--- config.mk ---
export PLATFORM = sky130hd
export DESIGN_NAME = hivc_host_port
export DESIGN_NICKNAME = d
export VERILOG_FILES = /design/src/verilog/hivc_host_port.v /design/src/verilog/hivc_vector.v
export VERILOG_INCLUDE_DIRS = /design/src /design/src/verilog
export SDC_FILE = /design/constraint.sdc
export NUM_CORES = 1
export LEC_CHECK = 0
export BUFFER_PORTS_ARGS = -buffer_cell sky130_fd_sc_hd__buf_2
export CAP_MARGIN = 25
export CORE_ASPECT_RATIO = 1.1
export CORE_MARGIN = 2
export CORE_UTILIZATION = 45
export DETAILED_ROUTE_END_ITERATION = 7
export PLACE_DENSITY_LB_ADDON = 0.3
export SYNTH_ARGS = -nofsm -noshare
export SYNTH_HDL_FRONTEND = slang
export SYNTH_HIERARCHICAL = 1
export SYNTH_SLANG_ARGS = --single-unit
--- constraint.sdc ---
create_clock -name clk -period 5.3 [get_ports clk]
set_input_delay 1.06 -clock clk [delete_from_list [all_inputs] [get_ports clk]]
set_output_delay 1.06 -clock clk [all_outputs]
set_load 0.05 [all_outputs]
--- src/verilog/hivc_regs.vh ---
`ifndef HIVC_REGS_VH
`define HIVC_REGS_VH
// ********************************************************************
// register map
// ********************************************************************
`define HIVC_ADDR_W        7
`define HIVC_LEGACY_TOP    7'h0F
`define HIVC_ADDR_GCFG     7'h66
`define HIVC_ADDR_CMD      7'h02
`define HIVC_ADDR_MODE     7'h00
`define HIVC_ADDR_CSEL     7'h01
`define HIVC_ADDR_IMASK    7'h05
`define HIVC_ADDR_VBASE    7'h0C
`define HIVC_ADDR_STAT     7'h68
// ********************************************************************
// fields and reset values
// ********************************************************************
`define HIVC_ACK_HI        7
`define HIVC_ACK_LO        6
`define HIVC_VCTL_HI       2
`define HIVC_VCTL_LO       1
`define HIVC_GCFG_RST      8'h00
`define HIVC_GCFG_MASK     8'hC6
`define HIVC_SYNC_IDLE     5'h1E
`define HIVC_MODE_RST      8'h13
`define HIVC_CSEL_RST      8'hBB
`define HIVC_IMASK_RST     8'h03
`define HIVC_VBASE_RST     8'h0F
`define HIVC_CMD_ENABLE    8'hE0
`define HIVC_CMD_RX_EN     5
`define HIVC_CMD_TX_EN     6
`define HIVC_CMD_BOTH_EN   7
`define HIVC_VCTL_NONE     2'b00
`define HIVC_VCTL_FULL     2'b01
`define HIVC_VCTL_CHAN     2'b10
`define HIVC_VCTL_TYPE     2'b11
`define HIVC_TYPE_RX_OK    2'b10
`define HIVC_TYPE_RX_ERR   2'b11
`define HIVC_TYPE_TX       2'b01
`define HIVC_TYPE_OTHER    2'b00
`define HIVC_SRC_RX        2'd1
`define HIVC_SRC_TX        2'd2
`define HIVC_ACK_D00       3'd3
`define HIVC_ACK_D01       3'd2
`define HIVC_ACK_D10       3'd1
`define HIVC_BUS_ONES      8'hFF
`endif

--- src/verilog/hivc_host_port.v ---
`timescale 1ns/1ps
`default_nettype none
`include "hivc_regs.vh"
module hivc_host_port #(
	parameter CHAN_CODE = 1'b0 // arbitrary single-channel code
) (
	input  wire                     clk,
	input  wire                     reset,
	input  wire                     soft_reset,
	input  wire                     cs_n,
	input  wire                     rd_n,
	input  wire                     wr_n,
	input  wire                     irq_ack_strobe_n,
	input  wire [`HIVC_ADDR_W-1:0]  addr,
	input  wire [7:0]               data_in,
	input  wire [1:0]               irq_src,
	input  wire                     irq_rx_err,
	output reg  [7:0]               data_out,
	output reg                      data_oe,
	output reg                      data_ack_strobe_n,
	output reg                      extended_mode,
	output reg                      rx_enable,
	output reg                      tx_enable,
	output reg  [7:0]               mode_out,
	output reg  [7:0]               clock_sel_out,
	output reg  [7:0]               irq_mask_out
);
	// ****************************************************************
	// pin synchronisers
	// ****************************************************************
	reg [4:0] sync1_q, sync2_q;
	reg [`HIVC_ADDR_W-1:0] a1_q, a2_q;
	reg [7:0] d1_q, d2_q;
	// the reset value is the idle level of every pin, so leaving reset
	// never shows a false strobe or a false soft reset
	always @(posedge clk or posedge reset) begin
		if (reset) begin
			sync1_q <= `HIVC_SYNC_IDLE;
			sync2_q <= `HIVC_SYNC_IDLE;
			a1_q    <= 7'h00;
			a2_q    <= 7'h00;
			d1_q    <= 8'h00;
			d2_q    <= 8'h00;
		end else begin
			sync1_q <= {irq_ack_strobe_n, wr_n, rd_n, cs_n, soft_reset};
			sync2_q <= sync1_q;
			a1_q    <= addr;
			a2_q    <= a1_q;
			d1_q    <= data_in;
			d2_q    <= d1_q;
		end
	end
	// soft reset is an active-high level; the strobes are active low
	wire srst   = sync2_q[0];
	wire sel    = ~sync2_q[1];
	wire rd_a   = sel & ~sync2_q[2];
	wire wr_a   = sel & ~sync2_q[3];
	wire iack_a = ~sync2_q[4];

	// ****************************************************************
	// cycle tracking
	// ****************************************************************
	reg       busy_q;
	reg [2:0] cnt_q;
	reg [7:0] gcfg_q, mode_q, csel_q, imask_q, vbase_q;
	wire      active = rd_a | wr_a | iack_a;
	wire      start  = active & ~busy_q;

	// delay in whole clocks; half-clock steps round up to one
	function [2:0] ack_delay;
		input [1:0] f;
		begin
			case (f)
			2'b00:   ack_delay = `HIVC_ACK_D00;
			2'b01:   ack_delay = `HIVC_ACK_D01;
			default: ack_delay = `HIVC_ACK_D10; // reserved too
			endcase
		end
	endfunction

	wire [7:0] vec;
	// source and error come from logic on this clock and need no sync
	hivc_vector u_vec (
		.vctl      (gcfg_q[`HIVC_VCTL_HI:`HIVC_VCTL_LO]),
		.vbase     (vbase_q),
		.chan_code (CHAN_CODE[0]),
		.src       (irq_src),
		.rx_err    (irq_rx_err),
		.vector    (vec)
	);

	// register read mux
	reg [7:0] rdata;
	always @* begin
		case (a2_q)
		`HIVC_ADDR_GCFG:  rdata = gcfg_q;
		`HIVC_ADDR_MODE:  rdata = mode_q;
		`HIVC_ADDR_CSEL:  rdata = csel_q;
		`HIVC_ADDR_IMASK: rdata = imask_q;
		`HIVC_ADDR_VBASE: rdata = vbase_q;
		`HIVC_ADDR_STAT:  rdata = {5'h00, extended_mode, tx_enable,
			rx_enable};
		default:          rdata = 8'h00;
		endcase
	end

	// ****************************************************************
	// registers and bus handshake
	// ****************************************************************
	// soft reset is a level from a pin; it clears the same registers as the hard one except cnt_q and data_out
	always @(posedge clk or posedge reset) begin
		if (reset) begin
			gcfg_q            <= `HIVC_GCFG_RST;
			mode_q            <= `HIVC_MODE_RST;
			csel_q            <= `HIVC_CSEL_RST;
			imask_q           <= `HIVC_IMASK_RST;
			vbase_q           <= `HIVC_VBASE_RST;
			extended_mode     <= 1'b0;
			rx_enable         <= 1'b0;
			tx_enable         <= 1'b0;
			busy_q            <= 1'b0;
			cnt_q             <= 3'd0;
			data_out          <= 8'h00;
			data_oe           <= 1'b0;
			data_ack_strobe_n <= 1'b1;
		end else if (srst) begin
			gcfg_q            <= `HIVC_GCFG_RST;
			mode_q            <= `HIVC_MODE_RST;
			csel_q            <= `HIVC_CSEL_RST;
			imask_q           <= `HIVC_IMASK_RST;
			vbase_q           <= `HIVC_VBASE_RST;
			extended_mode     <= 1'b0;
			rx_enable         <= 1'b0;
			tx_enable         <= 1'b0;
			busy_q            <= 1'b0;
			data_oe           <= 1'b0;
			data_ack_strobe_n <= 1'b1;
		end else begin
			if (start) begin
				busy_q <= 1'b1;
				// the delay is loaded here, so a write to the code
				// cannot stretch or cut the cycle that carries it
				cnt_q  <= ack_delay(gcfg_q[`HIVC_ACK_HI:`HIVC_ACK_LO]);
				if ((rd_a | wr_a) && a2_q > `HIVC_LEGACY_TOP)
					extended_mode <= 1'b1;
				if (iack_a) begin
					data_out <= vec;
					data_oe  <= 1'b1;
				end else if (rd_a) begin
					data_out <= rdata;
					data_oe  <= 1'b1;
				end
				if (wr_a) begin
					case (a2_q)
					// reserved configuration bits always read zero
					`HIVC_ADDR_GCFG:  gcfg_q  <= d2_q &
						`HIVC_GCFG_MASK;
					`HIVC_ADDR_MODE:  mode_q  <= d2_q;
					`HIVC_ADDR_CSEL:  csel_q  <= d2_q;
					`HIVC_ADDR_IMASK: imask_q <= d2_q;
					`HIVC_ADDR_VBASE: vbase_q <= d2_q;
					`HIVC_ADDR_CMD: begin
						if (d2_q == `HIVC_CMD_ENABLE) begin
							rx_enable <= 1'b1;
							tx_enable <= 1'b1;
						end else begin
							rx_enable <= d2_q[`HIVC_CMD_RX_EN];
							tx_enable <= d2_q[`HIVC_CMD_TX_EN];
						end
					end
					default: ;
					endcase
				end
			end else if (busy_q) begin
				if (cnt_q > 3'd1)
					cnt_q <= cnt_q - 3'd1;
				else
					data_ack_strobe_n <= 1'b0;
				if (!active) begin
					// strobe gone: end the cycle and release the bus
					busy_q            <= 1'b0;
					data_oe           <= 1'b0;
					data_ack_strobe_n <= 1'b1;
				end
			end
		end
	end

	// mirrored settings for the channel
	// one clock of lag is harmless if they are written only with the channel off; writes are not gated by the channel enables
	always @(posedge clk or posedge reset) begin
		if (reset) begin
			mode_out      <= `HIVC_MODE_RST;
			clock_sel_out <= `HIVC_CSEL_RST;
			irq_mask_out  <= `HIVC_IMASK_RST;
		end else begin
			mode_out      <= mode_q;
			clock_sel_out <= csel_q;
			irq_mask_out  <= imask_q;
		end
	end
endmodule // hivc_host_port
`default_nettype wire

--- src/verilog/hivc_vector.v ---
`timescale 1ns/1ps
`default_nettype none
`include "hivc_regs.vh"
// ********************************************************************
// interrupt vector formation
// ********************************************************************
module hivc_vector (
	input  wire [1:0] vctl,
	input  wire [7:0] vbase,
	input  wire       chan_code,
	input  wire [1:0] src,
	input  wire       rx_err,
	output reg  [7:0] vector
);
	reg [1:0] type_code;

	// type code for the modified vector
	always @* begin
		case (src)
		`HIVC_SRC_RX: type_code = rx_err ? `HIVC_TYPE_RX_ERR
			: `HIVC_TYPE_RX_OK;
		`HIVC_SRC_TX: type_code = `HIVC_TYPE_TX;
		default:      type_code = `HIVC_TYPE_OTHER;
		endcase
	end

	// vector select by control field
	always @* begin
		// except under code 00 (all ones), base bits 7:3 pass through; at most the three low bits change
		case (vctl)
		`HIVC_VCTL_NONE: vector = `HIVC_BUS_ONES;
		`HIVC_VCTL_FULL: vector = vbase;
		`HIVC_VCTL_CHAN: vector = {vbase[7:1], chan_code};
		default: vector = {vbase[7:3], type_code, chan_code};
		endcase
	end
endmodule // hivc_vector
`default_nettype wire
==> impl_metrics.tcl, run 1 <==
set metrics [dict create \
    wl_per_cell_um 17.8 \
    dieHeight_um 111 \
    synthSimpleGateAreaFrac_pct 14.7 \
    numCtsBuffers 17 \
    die_area_um2 11200 \
    synth_top_family_by_area "simple AND/OR/NAND/NOR gates" \
    outcome "complete, no violations" \
    netlist_top_cells_area "dfrtp_1, dfstp_2, mux2i_1" \
    cp_data_arrival_time_ns 2.63 \
    htreeDepth 4 \
    crit_path_start_kind "register" \
    drive_above_1_share_pct 32.2 \
    wl_mm 10.4 \
    synthAdderAreaFrac_pct 1.34 \
    ys_types 50 \
    synth_ff_type "dfrtp_1" \
    fmax_ghz 0.426 \
    setup_viol 0 \
    syn_nets 410 \
    post-cts-setup-buffers 0 \
    final.setup_skew_ns 0.00532 \
    antennaDiodeCount 0 \
    drv_cap 0 \
    hold_buffers 0 \
    dp_cells 551 \
    vdd_drop_max_v 0.000263 \
    ys_warn_count 6 \
    root_buffer "clkbuf_16" \
    route.detailed.drc 0 \
    p_leak_nw 2.62 \
    io_pins 62 \
    first_global_vias 3160 \
    drtIter0Drc 332 \
    worstSetupPathType "reg2reg" \
    num_rows 39 \
    syn_to_final_growth_pct 21.6 \
    yosys-top-cells-count "dfrtp_1, dfstp_2, nand2_1" \
    synth_area_per_cell_um2 12.3 \
    timing_hold_violations_final 0 \
    drt_first_pass_iters 5 \
    r2r-start "busy_q" \
    synth_area_um2 4680 \
    maxSlewViolCount 0 \
    cts_resized 0 \
    via_per_inst 5.51 \
    antenna_found_initial 0 \
    p_per_area_nw_per_um2 404 \
    worst_setup_path_end_kind "register" \
    hold_start "d1_q[2]" \
    synthXorXnorAreaFrac_pct 0 \
    worstRegToRegCells 4 \
    synth-compound-area-share_pct 9.22 \
    coreArea_um2 10200 \
    critical_path.max_fanout 18 \
    grt_pass1_wl_mm 16.7 \
    start_util_pct 45.7 \
    synth_top_cell_by_area "dfrtp_1" \
    nFillCells 870 \
    yosysMostFrequentCell "dfrtp_1" \
    cts_tree "yes" \
    place.gp.congestion 0.883 \
    synthMuxAreaShare_pct 8.55 \
    clock_latency_ns 0.41 \
    final_nets 477 \
    path_clk_slew_ns 0.05 \
    port_buffers 61 \
    crit_start "busy_q" \
    clock_path_buffers 2 \
    synth_top_area_share_pct 43.8 \
    grt_start_max_net_pins 63 \
    ant_nets 0 \
    rsz0062_at_grt "no" \
    finalCritPeriodShare_pct 44.3 \
    cts_sinks 117 \
    min_period_ns 2.35 \
    num_vias 3215 \
    hold_depth 0 \
    instances_no_fill 583 \
    setup_tns_ns 0 \
    grtUsageTotal_pct 20.1 \
    hold_path.class "reg2reg" \
    hpwl_mm 6.71 \
    ys_ff_latch 117 \
    tightest_slew_ns 0.760 \
    ys_async_sr_fraction_pct 100 \
    overflow 0 \
    required_ns 5.58 \
    syn_inst 380 \
    yosysSeqAreaShare_pct 63.5 \
    dieWidth_um 101 \
    synth_edf_count 0 \
    slew_headroom_pct 49.3 \
]
## routing by layer
metal	GRT usage (%)	wire (um)	vias up
met2	29.0	5020	145
met1	27.3	4510	1576
met3	6.68	650	16
li1	-	-	1478
met5	0	0	-
met4	9.28	187	0
## placed cells by master (no fill, tap or decap), types with 6 or more instances in the layout
cell type,Yosys,layout
a21oi_1,19,19
buf_2,6,61
clkbuf_16,0,17
dfrtp_1,82,82
dfstp_2,35,35
inv_1,12,11
mux2_2,8,8
mux2i_1,31,31
nand2_1,33,33
nand3_1,20,20
nor2_1,27,27
nor2b_1,6,6
o21ai_0,10,10
## registers in the layout, summed over array words and instances, names as in the netlist, 8 cells and up
register and count:
irq_mask_out 8, data_out 8, d1_q 8, clock_sel_out 8
mode_out 8, mode_q 8, d2_q 8, csel_q 8
imask_q 8, vbase_q 8
## through the flow
step	worst slack, ns	area (um2)	hold WS, ns	utilization, %	total power, mW
after floorplan	1.20	4680	0.331	-	1.12
after global placement	2.85	5090	0.332	49.7	1.17
after detailed placement	2.83	5090	0.335	49.7	1.17
after CTS	2.97	5690	0.347	55.5	2.32
after global routing	2.84	5690	0.354	55.5	2.39
final	2.95	5690	0.346	55.5	2.30
## area by class of cell
type / instances / area [um2] / share of cell area [%]
Clock buffer: 19 / 453 / 7.96
Inverter: 13 / 51.3 / 0.901
Multi-Input combinational cell: 234 / 1590 / 27.9
Clock inverter: 13 / 148 / 2.59
Tap cell: 123 / 154 / 2.70
Timing Repair Buffer: 64 / 328 / 5.76
Sequential cell: 117 / 2970 / 52.2
## kinds of logic after synthesis
| family | Yosys count |
|---|---|
| buffers and inverters | 29 |
| muxes | 39 |
| and+or+nand+nor | 128 |
| other | 1 |
| adders and majority gates | 5 |
| AOI/OAI and AO/OA | 61 |
| DFF | 117 |
## power by group
part           total (mW)  leakage (nW)  switching (mW)  internal, mW
Sequential          0.976          1.41          0.0378         0.938
Clock                1.14         0.283           0.417         0.721
Combinational       0.182         0.930           0.125        0.0578
## worst paths after layout
kind	end	slack, ns
min in group asynchronous	clock_sel_out[2]	0.75
worst min-delay path	d2_q[2]	0.35
worst min register to register	d2_q[2]	0.35
max in group asynchronous	sync2_q[0]	3.31
worst max-delay path	mode_q[2]	2.95
worst max register to register	mode_q[2]	2.95
## worst max-delay path, cell delays in order (launching register included)
cell	delay (ns)
dfrtp_1	0.53
nor3_4	0.70
and4_1	0.67
mux2i_1	0.26
nor2_1	0.06
Power figures use the tool's default switching activity.
==> run 2, diff against run 1 <==
Settings changed: ABC_AREA from default to 1.
Clock period 5.3 ns to 2.3 ns, I/O delays scaled along.
==> run 2 against run 1 <==
Compared with the run above:
- hold slack got worse by 0.20 ns
- global-route usage decreased by 0.23 points
- power increased to 2.5 times the previous value
- sequential power increased by 140%
- utilization increased by 0.71 points
- final area increased by 1.8%
- area after synthesis increased by 1.0%
- non-clock buffer count unchanged
- clock power increased by 150%
- combinational power increased to 3.4 times the previous value
- worst setup slack got worse by 2.5 ns
- clock-buffer cell count increased by 2
- largest cell class unchanged
- largest power group unchanged
==> impl_metrics.tcl, run 2 <==
set metrics [dict create \
    drtIter0Drc 123 \
    die_area_um2 11300 \
    route.detailed.drc 0 \
    setup_viol 0 \
    antenna_found_initial 0 \
    outcome "complete, no violations" \
    rrSetupSlack_ns 0.48 \
    coreArea_um2 10300 \
    first_global_vias 3383 \
    crit_path_start_kind "register" \
    start_util_pct 45.9 \
    synth_top_cell_by_area "dfrtp_1" \
    final_common_cell "nand2_1" \
    numCtsBuffers 17 \
    clock_path_buffers 2 \
    vdd_drop_max_v 0.000517 \
    setup_tns_ns 0 \
    ys_warn_count 6 \
    final-seq-area_um2 2970 \
    syn_to_final_growth_pct 22.5 \
    synth_ff_type "dfrtp_1" \
    wl_mm 10.2 \
    io_pins 62 \
    hold_buffers 0 \
    worst_setup_path_end_kind "register" \
    rsz0062_at_grt "no" \
    path_clk_slew_ns 0.05 \
    worstSetupPathType "reg2reg" \
    cts_resized 0 \
    finalCritPeriodShare_pct 79.0 \
    ys_types 35 \
    dieHeight_um 112 \
    tightest_slew_ns 0.582 \
    num_vias 3324 \
    multi_input_area_um2 1420 \
    hold_start "cs_n" \
    dr.max_layer_used "met4" \
    r2r-start "a2_q[6]" \
    maxSlewViolCount 0 \
    synth_edf_count 0 \
    hpwl_mm 7.33 \
    post-cts-setup-buffers 0 \
    port_buffers 61 \
    place_ws_ns 0.510 \
    drt_first_pass_iters 4 \
    min_period_ns 1.82 \
    syn_inst 463 \
    netlist_top_cells_area "dfrtp_1, dfstp_2, nand2_1" \
    dieWidth_um 102 \
    instances_no_fill 691 \
    final.setup_skew_ns 0.00473 \
    worstRegToRegCells 7 \
    synth_area_per_cell_um2 10.2 \
    cts_tree "yes" \
    yosysSeqAreaShare_pct 62.8 \
    root_buffer "clkbuf_16" \
    slew_headroom_pct 61.2 \
    clock_latency_ns 0.41 \
    dpl_cell_area_um2 5150 \
    num_rows 39 \
    grt_start_max_net_pins 118 \
    cp_data_arrival_time_ns 2.15 \
    dr_wl_met3_um 397 \
    nFillCells 895 \
    synth_area_um2 4730 \
    p_total_mw 5.78 \
    ys_ff_latch 117 \
    grtUsageTotal_pct 19.8 \
    p_leak_nw 2.80 \
    syn_nets 493 \
    grt_pass1_wl_mm 16.8 \
    hold_depth 1 \
    via_per_inst 4.81 \
    wl_met1_mm 4.38 \
    antennaDiodeCount 0 \
    fin_area_um2 5790 \
    setup_ws_ns 0.484 \
    required_ns 2.63 \
    critical_path.max_fanout 24 \
    yosys-top-cells-count "nand2_1, dfrtp_1, inv_1" \
    dp_cells 660 \
    hold_path.class "in2reg" \
    wl_per_cell_um 14.8 \
    drive_above_1_share_pct 31.6 \
    timing_hold_violations_final 0 \
    holdPathEnd "sync1_q[1]" \
    yosysMostFrequentCell "nand2_1" \
    ys_async_sr_fraction_pct 100 \
    p_per_area_nw_per_um2 998 \
    layout_common_cells "nand2_1, dfrtp_1, buf_2" \
    fmax_ghz 0.551 \
    final_nets 566 \
    cts_sinks 117 \
    drv_cap 0 \
    ant_nets 0 \
    overflow 0 \
    synth_top_area_share_pct 43.4 \
    worstReg2RegEnd "vbase_q[3]" \
    place.gp.congestion 0.944 \
    htreeDepth 4 \
    wl_met2_mm 5.14 \
]
## run 2: cell types whose count changed after synthesis, moves of 9 or more
cell,delta
o21ai_0,+21
nand2_1,+55
mux2i_1,-31
nand3_1,+9
inv_1,+43
nor2_1,+19
## run 2: area by class of cell
class	count	area share, %
clock inverters	10	3.07
flip-flops and latches	117	51.3
inverters	64	4.21
clock buffers	21	7.95
multi-input cells	272	24.5
repair buffers	64	5.88
well taps	143	3.09
## run 2: kinds of logic after synthesis
| kind of cell | synth area share (%) |
|---|---|
| and+or+nand+nor | 20.0 |
| other | 0.0793 |
| DFF | 62.8 |
| AOI/OAI and AO/OA | 8.63 |
| adders and majority gates | 1.32 |
| buffers and inverters | 7.17 |
## run 2: power breakdown
group	internal, mW	switching (mW)
logic	0.159	0.456
clock network	1.96	0.876
registers	2.24	0.0874
## run 2: worst max path at each step
stage                 start         end  cells after the start
finish              a2_q[6]  vbase_q[3]                      7
global route        a2_q[6]  vbase_q[3]                      7
CTS                 a2_q[6]  vbase_q[3]                      7
detailed placement  a2_q[6]  vbase_q[3]                      7
global placement    a2_q[6]  vbase_q[3]                      7
floorplan             reset     a1_q[0]                      1
## run 2: critical path, cell delays in order, from the launching register on
cell and delay [ns]:
dfrtp_1 0.37, inv_1 0.06, nand2_2 0.08, nor2_8 0.34, nand2_4 0.15, o21ai_2 0.48, nor2_1 0.07, a31oi_1 0.16
## run 2: per-stage QoR
step / util, % / hold slack (ns)
detailed placement: 50.0 / 0.335
floorplan: - / 0.331
global placement: 50.0 / 0.333
CTS: 56.2 / 0.134
finish: 56.2 / 0.145
global route: 56.2 / 0.129
## run 2: per-layer routing
layer	global-route usage [%]	vias up
met5	0	-
met1	24.4	1608
met3	4.96	23
met2	32.2	76
met4	9.73	0
li1	-	1617
